==> src/rtl/loop_status_pkg.sv <==
// package for the loop two status word: offset, bit positions, reset values, types
// assumes one 200 MHz clock shared by the status logic and the host refresh logic
package loop_status_pkg;

    localparam logic [3:0]  LOOP_TWO_STATUS_OFS = 4'h9;
    localparam int          WORD_W              = 16;

    localparam int          BIT_SAVE_DONE       = 15;
    localparam int          BIT_SENSOR_FAULT    = 14;
    localparam int          BIT_FATAL_ERR       = 12;
    localparam int          BIT_STANDBY         = 11;
    localparam int          BIT_PID_CALC        = 10;
    localparam int          BIT_SETTING_ERR     = 9;
    localparam int          BIT_STOPPED         = 8;
    localparam int          BIT_CTRL_OUT        = 4;
    localparam int          BIT_AUTOTUNE        = 3;
    localparam int          BIT_ALARM1          = 1;
    localparam int          BIT_ALARM2          = 0;
    localparam int          SAVE_REQ_BIT        = 14;

    localparam logic [15:0] STATUS_RESET        = 16'h0800;
    localparam logic [15:0] UNUSED_MASK         = 16'h20E4;
    localparam logic        STANDBY_RESET       = 1'b1;
    localparam logic        PID_CALC_RESET      = 1'b0;
    localparam logic        SAVE_REQ_RESET      = 1'b0;

    typedef struct packed {
        logic save_done;
        logic sensor_fault;
        logic unused_13;
        logic fatal_err;
        logic standby;
        logic pid_calc;
        logic setting_err;
        logic stopped;
        logic [2:0] unused_7_5;
        logic ctrl_out;
        logic autotune_active_bit;
        logic unused_2;
        logic first_alarm_bit;
        logic second_alarm_bit;
    } status_t;

    typedef enum logic [1:0] {
        SV_IDLE = 2'b00,
        SV_BUSY = 2'b01,
        SV_DONE = 2'b11
    } save_state_t;

endpackage

==> src/rtl/loop_status_word.sv <==
// loop two status word: sticky save/standby/pid flags and a per-refresh snapshot
// assumes every input comes from logic on MCLK_IN; the host word is held in I/O memory
`timescale 1ns/1ps

module loop_status_word
    import loop_status_pkg::*;
(
    input  wire logic        MCLK_IN,
    input  wire logic        RSTN_IN,
    input  wire logic        REFRESH_IN,
    input  wire logic [15:0] HOST_SAVE_WORD_IN,
    input  wire logic        SAVE_FINISHED_IN,
    input  wire logic        SENSOR_ABSENT_IN,
    input  wire logic        SENSOR_BROKEN_IN,
    input  wire logic        RANGE_EXCEEDED_IN,
    input  wire logic        CJC_FAIL_IN,
    input  wire logic        HOST_WDT_FAIL_IN,
    input  wire logic        RESTART_IN,
    input  wire logic        PID_UPDATED_IN,
    input  wire logic        PID_SENT_IN,
    input  wire logic        SETTING_INVALID_IN,
    input  wire logic        CONTROL_RUN_IN,
    input  wire logic        CTRL_OUT_ON_IN,
    input  wire logic        AUTOTUNE_RUN_IN,
    input  wire logic        ALARM1_INSIDE_IN,
    input  wire logic        ALARM2_INSIDE_IN,
    output logic [15:0]      STATUS_WORD_OUT,
    output logic             SAVE_START_OUT
);

    save_state_t save_state_ff;
    save_state_t nxt_save_state;
    logic        save_req_ff;
    logic        nxt_save_req;
    logic        save_edge;
    logic        standby_ff;
    logic        nxt_standby;
    logic        pid_calc_ff;
    logic        nxt_pid_calc;
    status_t     live_status;
    logic [15:0] status_ff;
    logic [15:0] nxt_status;

    function automatic logic save_is_done(input save_state_t st);
        save_is_done = (st == SV_DONE);
    endfunction

    // host save request edge, sampled every cycle
    always_comb
    begin
        nxt_save_req = HOST_SAVE_WORD_IN[SAVE_REQ_BIT];
        save_edge    = HOST_SAVE_WORD_IN[SAVE_REQ_BIT] & ~save_req_ff;
    end

    always_ff @(posedge MCLK_IN or negedge RSTN_IN)
    begin
        if (!RSTN_IN)
            save_req_ff <= SAVE_REQ_RESET;
        else
            save_req_ff <= nxt_save_req;
    end

    // a new request during a write restarts it; the writer sees a fresh start pulse
    always_comb
    begin
        nxt_save_state = save_state_ff;
        case (save_state_ff)
            SV_IDLE:
            begin
                if (save_edge)
                    nxt_save_state = SV_BUSY;
            end
            SV_BUSY:
            begin
                if (save_edge)
                    nxt_save_state = SV_BUSY;
                else if (SAVE_FINISHED_IN)
                    nxt_save_state = SV_DONE;
            end
            SV_DONE:
            begin
                if (save_edge)
                    nxt_save_state = SV_BUSY;
            end
            default:
                nxt_save_state = SV_IDLE;
        endcase
    end

    always_ff @(posedge MCLK_IN or negedge RSTN_IN)
    begin
        if (!RSTN_IN)
            save_state_ff <= SV_IDLE;
        else
            save_state_ff <= nxt_save_state;
    end

    assign SAVE_START_OUT = save_edge;

    // standby: a restart in the refresh cycle wins over the clear
    always_comb
    begin
        nxt_standby = standby_ff;
        if (RESTART_IN)
            nxt_standby = 1'b1;
        else if (REFRESH_IN)
            nxt_standby = 1'b0;
    end

    // pid flag: an update arriving with the send acknowledge stays visible
    always_comb
    begin
        nxt_pid_calc = pid_calc_ff;
        if (PID_UPDATED_IN)
            nxt_pid_calc = 1'b1;
        else if (PID_SENT_IN)
            nxt_pid_calc = 1'b0;
    end

    always_ff @(posedge MCLK_IN or negedge RSTN_IN)
    begin
        if (!RSTN_IN)
        begin
            standby_ff  <= STANDBY_RESET;
            pid_calc_ff <= PID_CALC_RESET;
        end
        else
        begin
            standby_ff  <= nxt_standby;
            pid_calc_ff <= nxt_pid_calc;
        end
    end

    always_comb
    begin
        live_status                     = '0;
        live_status.save_done           = save_is_done(save_state_ff);
        live_status.sensor_fault        = SENSOR_ABSENT_IN | SENSOR_BROKEN_IN
                                        | RANGE_EXCEEDED_IN;
        live_status.fatal_err           = CJC_FAIL_IN | HOST_WDT_FAIL_IN;
        live_status.standby             = standby_ff;
        live_status.pid_calc            = pid_calc_ff;
        live_status.setting_err         = SETTING_INVALID_IN;
        live_status.stopped             = ~CONTROL_RUN_IN;
        live_status.ctrl_out            = CTRL_OUT_ON_IN;
        live_status.autotune_active_bit = AUTOTUNE_RUN_IN;
        live_status.first_alarm_bit     = ALARM1_INSIDE_IN;
        live_status.second_alarm_bit    = ALARM2_INSIDE_IN;
    end

    // held between refreshes so the host never sees a half-updated word
    always_comb
    begin
        nxt_status = status_ff;
        if (REFRESH_IN)
            nxt_status = live_status & ~UNUSED_MASK;
    end

    always_ff @(posedge MCLK_IN or negedge RSTN_IN)
    begin
        if (!RSTN_IN)
            status_ff <= STATUS_RESET;
        else
            status_ff <= nxt_status;
    end

    assign STATUS_WORD_OUT = status_ff;
endmodule // loop_status_word

==> config.mk <==
export PLATFORM = sky130hd
export DESIGN_NAME = loop_status_word
export DESIGN_NICKNAME = d
export VERILOG_FILES = /design/src/rtl/loop_status_pkg.sv /design/src/rtl/loop_status_word.sv
export SDC_FILE = /design/constraint.sdc
export NUM_CORES = 1
export LEC_CHECK = 0
export ABC_AREA = 1
export BUFFER_PORTS_ARGS = -buffer_cell sky130_fd_sc_hd__buf_2
export CORE_ASPECT_RATIO = 0.75
export CORE_MARGIN = 8
export CORE_UTILIZATION = 39
export DETAILED_ROUTE_END_ITERATION = 8
export GPL_ROUTABILITY_DRIVEN = 0
export GPL_TIMING_DRIVEN = 0
export MAX_ROUTING_LAYER = met4
export PLACE_DENSITY = 0.76
export SYNTH_ARGS = -nofsm -noshare
export SYNTH_HDL_FRONTEND = slang
export SYNTH_SLANG_ARGS = --single-unit
==> constraint.sdc <==
create_clock -name MCLK_IN -period 1.25 [get_ports MCLK_IN]
set_input_delay 0.3125 -clock MCLK_IN [delete_from_list [all_inputs] [get_ports MCLK_IN]]
set_output_delay 0.3125 -clock MCLK_IN [all_outputs]
set_load 0.01 [all_outputs]
Yosys cells after proc, flatten, opt, wreduce, memory -nomap -nowiden:

Index checks and enable logic that the tools add are counted.

* bits in registers: 16
* input bits: 34
* output and inout bits: 17
* word-level logic and storage cells: 28

* eq/ne operators: 4
* muxes and demuxes: 8
* bitwise logic cells: 6
* reduce and logical (&&, ||, !) cells: 5

Operators by type and width (number)
* two-way mux 2 bit: 3
* two-way mux 1 bit: 4
* one-hot mux 2 bit (2 select lines): 1
* nonzero test 2 bit: 2
* inequality test 3 bit (second input constant): 1
* OR 1 bit: 3
* == test 2 x 1 -> 1 bit (second input constant): 1
* == test 2 bit (second input constant): 1
* logical NOT 2 bit: 1
* inequality test 2 x 1 -> 1 bit (second input constant): 1
* NOT 1 bit: 2
* AND reduction 2 bit: 1
* OR reduction 2 bit: 1
* AND 1 bit: 1

Logic depth before layout (Yosys ltp):

Gate-level depths: netlist of run 1.

* depth in word-level cells: 4
* depth in mapped cells: 7
* gate-level depth less buffers: 7

Worst setup path before layout of run 1:

Ideal clock, no wire load.

* path kind: register -> register
* start point: register save_state_ff[0]
* end point: register save_state_ff[1]
* library setup time: 0.117 ns
* arrival: 0.937 ns
* data required time: 1.133 ns
* slack: 0.196 ns
* stages on the path, launching flop included: 8
* path buffers: 0
* period minus slack after synthesis: 1.054 ns
* cell sequence: dfrtp_1 -> inv_1 -> ha_1 -> inv_1 -> nand2_1 -> nand2_1 -> nand2_1 -> nand2_1

* word-level cells in the longest chain between the ends: 4
* elaborated cells between the ends (all ways): 8
* those cells by class: 4 x eq/ne; 1 x mux; 3 x reduce/logical

Ends and longest elaborated chain
* start: declaration: line loop_status_word.sv:31 `save_state_t save_state_ff;`
* start signal: assignment: line loop_status_word.sv:95 `save_state_ff <= nxt_save_state;`
* == test 2 bit or logical NOT 2 bit (tied branches): line loop_status_word.sv:67 `case (save_state_ff)`
* OR reduction 2 bit (no source line)
* inequality test 2 x 1 -> 1 bit (no source line)
* AND reduction 2 bit (no source line)

Parallel ways exist; a longest one is shown, timed or not.
A chain may end at the register's enable or synchronous reset.

Worst setup path in the final report of run 1:

* start point: register status_ff[11], in the netlist STATUS_WORD_OUT[11]
* end point: output port STATUS_WORD_OUT[11]

RTL lines
* start: declaration: line loop_status_word.sv:41 `logic [15:0] status_ff;`
* start signal: assignment: line loop_status_word.sv:164 `status_ff <= nxt_status;`
* end: declaration: line loop_status_word.sv:27 `output logic [15:0] STATUS_WORD_OUT,`

No word-level cell between the ends.

==> impl_metrics.yaml, run 1 <==
floorplanning:
  start_util: 0.421
  die-area_mm2: 0.00356
  std_cell_rows: 13
  fp.dieW_um: 66.3
  ios: 51
  die_h_um: 53.7
  coreArea_mm2: 0.00176
cells_and_area:
  final_cell_mix: "31 x nand2_1, 28 x buf_2, 14 x dfrtp_1, 8 x inv_1, 7 x buf_4"
  final_common_cell: "nand2_1"
  fin_nets: 159
  area_growth_pct: 35.2
  layout-drive-gt1-share: 0.405
  layoutNonFillerInstCount: 143
  multi_input_area_um2: 248
  ff_latch_area_um2: 403
  postLayoutCoreUtil: 0.569
  fillCellCount: 155
  diodes: 0
critical_path:
  r2r_end: "save_state_ff[1]"
  critPathRequiredTime_ns: 0.94
  slowest_stage: "dfstp_2"
  cpLargestDelayFamily: "flip-flops"
  path_buf_inv: 1
  rr_startpoint: "save_state_ff[0]"
  crit_chain: "buf_6"
  critPathMaxFanout: 2
  worst-setup-path-type: "register to output pin"
  crit_arrival_ns: 0.92
  cp-start-kind: "register"
  end_kind: "output pin"
  crit_path_max_incr_delay_ns: 0.55
  reg2reg_slack_ns: 0.12
  rr_worst_depth: 7
sta:
  slew_violations: 0
  setup_slack_ns: 0.0154
  rsz0062_at_grt: "true"
  setup_viol: 0
  min_period_ns: 1.23
  skew_ns: 0.000178
  timing.final.crit_share: 0.988
  hold_viol: 0
  clock.fmax_ghz: 0.810
drt:
  dr_wl_met2_um: 802
  via_per_inst: 4.27
  wirelength_um: 1620
  wl_met3_um: 166
  drcViolationCount: 0
  wire_per_inst_um: 11.3
  met1_length_um: 629
  firstDrtPassIters: 4
  ant_nets: 0
  via_count: 610
  dr.max_layer_used: "met4"
  drt_iter0_markers: 26
grt:
  grt_pass1_wl_um: 2700
  grt_overflow: 0
  grt_max_degree: 17
  grt_pass1_vias: 623
  antenna_found_initial: 0
  gr-usage-all-layers: 0.102
min_path:
  hp-class: "primary input to register"
  worstHoldEndpoint: "save_req_ff"
  holdCritStartpoint: "HOST_SAVE_WORD_IN[14]"
  hold_path_depth: 1
power:
  p_per_area_mw_per_mm2: 1400
  leakage_nw: 0.592
  fin_total_pwr_mw: 1.40
  max-vdd-ir-drop_uv: 789
clocking:
  cts_tree: "yes"
  cts_buffers: 3
  max-clock-path-buffers: 2
  clkTransAtPathRegs_ns: 0.09
  root_buffer: "clkbuf_4"
  clock-sinks: 16
  clock_latency_ns: 0.28
  cts_max_level: 1
synth:
  muxShareOfSynthArea: 0
  syn-mean-instance-area_um2: 9.13
  synth-simple-area-share: 0.193
  synthAdderAreaFrac: 0.0508
  synth_warnings: 0
  synth_area_leader_cell: "dfrtp_1"
  yosys.area_share.xor_xnor: 0
  netlist_area_um2: 739
  synth-seq-cells: 16
  synthTopCellsByArea: "dfrtp_1 47%, nand2_1 17%, dfstp_2 7.1%"
  postSynthCellCount: 81
  netlist.area_leader.share: 0.474
  synth_top_family_by_area: "simple AND/OR/NAND/NOR gates"
  synth_compound_area_frac: 0.0592
  ys_seq_area_frac: 0.545
  synth_cell_types: 17
placed_design:
  dp.cells: 136
  numPortBuffers: 29
  dpl.hpwl_um: 1310
  place_worst_setup_slack_ns: 0.113
run_status:
  status: "finished clean"
run:
  cap_violations: 0
power breakdown:
part | switching (mW) | leakage [nW] | total, mW | internal [mW]
Clock | 0.160 | 0.0210 | 0.337 | 0.177
Combinational | 0.224 | 0.384 | 0.407 | 0.183
Sequential | 0.0577 | 0.188 | 0.657 | 0.599
Total | 0.442 | 0.592 | 1.40 | 0.959
area by class of cell:
class / instances / area share
flip-flops and latches: 16 / 0.403
plain buffers: 7 / 0.0638
multi-input cells: 52 / 0.248
inverters: 10 / 0.0451
repair buffers: 32 / 0.176
well taps: 22 / 0.0275
clock buffers: 4 / 0.0363
kinds of logic after synthesis:
kind of cell / count (synthesis)
AO/OA/AOI/OAI: 7
AND/OR/NAND/NOR: 37
flip-flops: 16
buffers and inverters: 17
adder cells (fa/ha/maj): 3
other: 1
flip-flops by register name, indices dropped and copies added (netlist names):
name             count
pid_calc_ff          1
save_state_ff        2
save_req_ff          1
STATUS_WORD_OUT     11
standby_ff           1
worst max-delay path by stage:
stage                        start             endpoint  slack [ns]  cells after the start
2_1_floorplan     save_state_ff[0]     save_state_ff[1]        0.20                      7
3_5_place_dp      save_state_ff[0]     save_state_ff[1]        0.11                      7
5_1_grt                save_req_ff       SAVE_START_OUT       -0.05                      4
6_report       STATUS_WORD_OUT[11]  STATUS_WORD_OUT[11]        0.02                      1
3_3_place_gp      save_state_ff[0]     save_state_ff[1]        0.15                      7
4_1_cts                save_req_ff       SAVE_START_OUT      -0.002                      4
stage by stage:
stage / TNS (ns) / hold slack (ns) / area (µm²)
CTS: -0.00199 / 0.145 / 997
finish: 0 / 0.156 / 1000
detailed placement: 0 / 0.243 / 927
global route: -0.0872 / 0.133 / 1000
floorplan: 0 / 0.0169 / 754
global placement: 0 / 0.234 / 927
per-layer routing:
metal / vias to the layer above / global-route usage
met3: 2 / 0.0331
li1: 312 / -
met2: 25 / 0.176
met5: - / -
met1: 271 / 0.103
met4: 0 / 0.0530
repair_timing:
item                                   4_1_cts  5_1_grt
endpoints found under the hold margin       14        0
resized for setup                            2        2
setup endpoints to repair                    2        3
cloned                                       0        0
pin swaps                                    1        1
buffers inserted                             2        0
hold buffers                                 1        0
synth_stat cells:
master,n
buf_4,5
buf_6,1
buf_8,1
conb_1,1
dfrtp_1,14
dfstp_2,2
ha_1,3
inv_1,9
inv_8,1
nand2_1,33
nand3_1,2
nor2_1,1
nor3_1,1
o21ai_0,2
o21ai_1,2
o21ai_2,1
o21bai_1,2
(Power assumes the default switching activity.)
==> inputs of run 2 (changes only) <==
SETUP_SLACK_MARGIN = 0.15   (was unset)
==> run 2 against run 1 <==
  * Clock skew hardly changed
  * Clock-buffer cell count unchanged
  * Sequential share of layout area decreased by 3.1 points
  * Critical path type unchanged
  * Design area increased by 9.1%
  * Maximum frequency barely moved
  * Sequential power increased by 5.3%
  * Register-to-register slack better by 0.02 ns
  * Power increased by 15%
  * Largest cell class unchanged
  * Global-route usage is 0.23 points higher
  * First-iteration DRC count is 7.7% higher
  * Critical endpoint unchanged
  * Worst setup slack hardly changed
  * Die area stayed put
==> impl_metrics.yaml, run 2 (synthesized netlist as in run 1, its figures left out) <==
drt:
  via_count: 635
  drcViolationCount: 0
  wire_per_inst_um: 11.7
  firstDrtPassIters: 3
  ant_nets: 0
  via_per_inst: 4.26
  drt_iter0_markers: 28
  wirelength_um: 1740
sta:
  setup_viol: 0
  skew_ns: 0.000326
  fin_setup_tns_ns: 0
  rsz0062_at_grt: "true"
  slew_violations: 0
  hold_ws_ns: 0.157
  hold_viol: 0
  clock.fmax_ghz: 0.810
  min_period_ns: 1.23
  timing.final.crit_share: 0.988
clocking:
  cts_buffers: 3
  clock_latency_ns: 0.28
  clkTransAtPathRegs_ns: 0.09
  root_buffer: "clkbuf_4"
  cts_max_level: 1
  clock-sinks: 16
  max-clock-path-buffers: 2
  cts_tree: "yes"
floorplanning:
  start_util: 0.421
  std_cell_rows: 13
  die_h_um: 53.7
  ios: 51
  fp.dieW_um: 66.3
  die-area_mm2: 0.00356
  coreArea_mm2: 0.00176
power:
  p_per_area_mw_per_mm2: 1480
  seqPwrFrac: 0.429
  p_comb_frac: 0.363
  max-vdd-ir-drop_uv: 907
  swShare: 0.327
  clock_power_share: 0.208
  leakage_nw: 0.617
  p_sw_uw: 527
  internal-power_mw: 1.09
min_path:
  hp-class: "primary input to register"
  holdCritStartpoint: "HOST_SAVE_WORD_IN[14]"
critical_path:
  rr_startpoint: "save_state_ff[1]"
  slowest_stage: "dfstp_2"
  critPathMaxFanout: 2
  startpoint: "STATUS_WORD_OUT[11]"
  crit_arrival_ns: 0.92
  cp-start-kind: "register"
  crit_path_max_incr_delay_ns: 0.55
  critPathRequiredTime_ns: 0.94
  cpLargestDelayFamily: "flip-flops"
  crit_chain: "buf_6"
  worst-setup-path-type: "register to output pin"
  end_kind: "output pin"
  path_buf_inv: 1
placed_design:
  dpl_cell_area_um2: 927
  numPortBuffers: 29
  dpl.hpwl_um: 1310
grt:
  grt_overflow: 0
  antenna_found_initial: 0
  grt_max_degree: 17
  grt_pass1_wl_um: 2760
  grt_pass1_vias: 645
  gr-usage-all-layers: 0.104
cells_and_area:
  largest_reg_flops: 11
  stdcell_area_mm2: 0.00109
  final_cell_mix: "30 x nand2_1, 28 x buf_2, 12 x dfrtp_1, 12 x buf_4"
  postLayoutCoreUtil: 0.621
  final_common_cell: "nand2_1"
  layout-drive-gt1-share: 0.504
  diodes: 0
  fin_nets: 165
  area_growth_pct: 47.5
run_status:
  status: "finished clean"
run:
  cap_violations: 0
## run 2: cell types whose count changed in the layout (fill, tap and decap cells not counted), sizes merged
cell / previous run / this run
buf: 38 / 44
## run 2: routing by layer
layer,vias up,part of all wire,track usage
li1,328,-,-
met1,284,0.38,0.102
met2,21,0.52,0.186
met3,2,0.092,0.0331
met4,0,0.011,0.0530
met5,-,0,-
## run 2: area by class of cell
type | count | area [µm²]
Fill cell | 152 | 666
Sequential cell | 16 | 405
Multi-Input combinational cell | 52 | 288
Timing Repair Buffer | 38 | 225
Buffer | 7 | 63.8
Inverter | 10 | 45.0
Clock buffer | 4 | 36.3
Tap cell | 22 | 27.5
## run 2: power groups by stage
stage / Combinational [mW] / Clock [mW] / Sequential, mW
detailed placement: 0.386 / 0 / 0.665
global route: 0.659 / 0.392 / 0.700
floorplan: 0.240 / 0 / 0.676
finish: 0.586 / 0.335 / 0.692
CTS: 0.467 / 0.350 / 0.654
global placement: 0.363 / 0 / 0.659
## run 2: per-stage QoR
step / cells / total power, mW / setup WS [ns]
2_1_floorplan: 85 / 0.916 / 0.196
3_3_place_gp: 136 / 1.02 / 0.155
3_5_place_dp: 136 / 1.05 / 0.113
4_1_cts: 146 / 1.47 / -0.00188
5_1_grt: 149 / 1.75 / -0.0534
6_report: 149 / 1.61 / 0.0151
## run 2: worst paths after layout
check                           cells after the start             endpoint  slack, ns
worst max-delay path                                1  STATUS_WORD_OUT[11]       0.02
worst min-delay path                                1          save_req_ff       0.16
worst max register to register                      6     save_state_ff[1]       0.14
worst min register to register                      2   STATUS_WORD_OUT[1]       0.48
max in group asynchronous                           2           standby_ff       0.49
min in group asynchronous                           2   STATUS_WORD_OUT[1]       0.47
## run 2: repair_timing
item | in CTS | in global routing
hold endpoints to repair | 14 | 0
pin swaps | 4 | 5
setup buffers | 5 | 3
setup endpoints to repair | 14 | 14
resized for setup | 4 | 12
hold buffers | 1 | 0
==> inputs of run 3 (changes only) <==
CORE_ASPECT_RATIO = unset   (was 0.75)
==> run 3 against run 2 <==
  * Via count down 0.63%
  * Sequential share of layout area increased by 0.59 points
  * Die area shrank 0.40%
  * First-iteration DRC count is 57% lower
  * Core utilization down 1.6 points
  * Largest power group unchanged
==> impl_metrics.yaml, run 3 (synthesized netlist as in run 1, its figures left out) <==
critical_path:
  cp-start-kind: "register"
  critPathMaxFanout: 2
  cpLargestDelayFamily: "flip-flops"
  crit_arrival_ns: 0.93
  crit_chain: "buf_6"
  slowest_stage: "dfstp_2"
  path_buf_inv: 1
  worst-setup-path-type: "register to output pin"
  end_kind: "output pin"
  crit_path_max_incr_delay_ns: 0.55
  critPathRequiredTime_ns: 0.94
floorplanning:
  ios: 51
  die_h_um: 59.5
  die-area_mm2: 0.00355
  std_cell_rows: 15
  coreArea_mm2: 0.00176
  fp.dieW_um: 59.5
  start_util: 0.419
cells_and_area:
  fin_nets: 165
  final_common_cell: "nand2_1"
  largest_reg_flops: 11
  postLayoutCoreUtil: 0.605
  final_cell_mix: "30 x nand2_1, 27 x buf_2, 14 x dfrtp_1, 13 x buf_4, 8 x inv_1"
  diodes: 0
  fillCellCount: 184
  layout-drive-gt1-share: 0.465
  area_growth_pct: 44.3
sta:
  timing.final.crit_share: 0.995
  rsz0062_at_grt: "true"
  skew_ns: 0.00988
  setup_viol: 0
  min_period_ns: 1.24
  fin_setup_tns_ns: 0
  hold_ws_ns: 0.151
  hold_viol: 0
  clock.fmax_ghz: 0.804
  slew_violations: 0
drt:
  ant_nets: 0
  drt_iter0_markers: 12
  firstDrtPassIters: 3
  via_per_inst: 4.15
  drcViolationCount: 0
  wire_per_inst_um: 11.0
  via_count: 631
  wirelength_um: 1670
clocking:
  clkTransAtPathRegs_ns: 0.10
  cts_tree: "yes"
  clock_latency_ns: 0.29
  clock-sinks: 16
  max-clock-path-buffers: 2
  root_buffer: "clkbuf_4"
  cts_max_level: 1
  cts_buffers: 3
power:
  max-vdd-ir-drop_uv: 858
  leakage_nw: 0.622
  p_per_area_mw_per_mm2: 1430
run_status:
  status: "finished clean"
grt:
  antenna_found_initial: 0
  grt_max_degree: 17
  grt_pass1_vias: 628
  gr-usage-all-layers: 0.101
  grt_pass1_wl_um: 2660
  grt_overflow: 0
placed_design:
  numPortBuffers: 29
  dpl.hpwl_um: 1300
run:
  cap_violations: 0
min_path:
  hp-class: "primary input to register"
## run 3: changes by cell type in the layout (fill, tap and decap cells not counted), moves of 2 or more
cell,previous run,this run
dfrtp_1,12,14
dfrtp_2,2,0
ha_2,0,2
ha_4,3,0
inv_1,5,8
inv_2,4,1
## run 3: routing by layer
layer / wire length (µm) / track usage / up-vias
met5: 0 / - / -
met4: 16 / 0.0510 / 0
li1: - / - / 327
met2: 788 / 0.173 / 25
met3: 169 / 0.0434 / 2
met1: 697 / 0.0933 / 277
## run 3: repair_timing
item	CTS	global route
setup endpoints to repair	14	14
endpoints found under the hold margin	14	0
setup buffers	6	2
resized for setup	4	5
pin swaps	1	5
hold buffers	1	0
## run 3: final cells by class
cell class | instances | area, µm² | area share
Tap cell | 25 | 31.3 | 0.0293
Timing Repair Buffer | 38 | 228 | 0.213
Multi-Input combinational cell | 52 | 260 | 0.244
Inverter | 10 | 45.0 | 0.0422
Clock buffer | 4 | 36.3 | 0.0340
Sequential cell | 16 | 403 | 0.377
Buffer | 7 | 63.8 | 0.0598
## run 3: power by group
| part | leakage [nW] | total [mW] | switching, mW | internal [mW] |
|---|---|---|---|---|
| Combinational | 0.413 | 0.539 | 0.275 | 0.264 |
| Clock | 0.0210 | 0.335 | 0.158 | 0.177 |
| Sequential | 0.188 | 0.648 | 0.0488 | 0.600 |
| Total | 0.622 | 1.52 | 0.482 | 1.04 |
## run 3: per-stage QoR
stage | instances | setup WS [ns] | total power, mW | area (µm²)
final | 152 | 0.00629 | 1.52 | 1070
after global placement | 139 | 0.156 | 1.02 | 931
after global routing | 152 | -0.0370 | 1.64 | 1070
after floorplan | 85 | 0.196 | 0.916 | 754
after detailed placement | 139 | 0.0947 | 1.05 | 931
after CTS | 150 | -0.00608 | 1.49 | 1040
## run 3: final timing paths
check / depth (start not counted) / slack [ns] / from / end
min in group asynchronous: 2 / 0.46 / RSTN_IN / save_state_ff[0]
max in group asynchronous: 2 / 0.47 / RSTN_IN / standby_ff
worst max-delay path: 1 / 0.006 / STATUS_WORD_OUT[11] / STATUS_WORD_OUT[11]
worst max register to register: 7 / 0.15 / save_state_ff[0] / save_state_ff[1]
worst min-delay path: 1 / 0.15 / HOST_SAVE_WORD_IN[14] / save_req_ff
worst min register to register: 2 / 0.47 / standby_ff / STATUS_WORD_OUT[11]
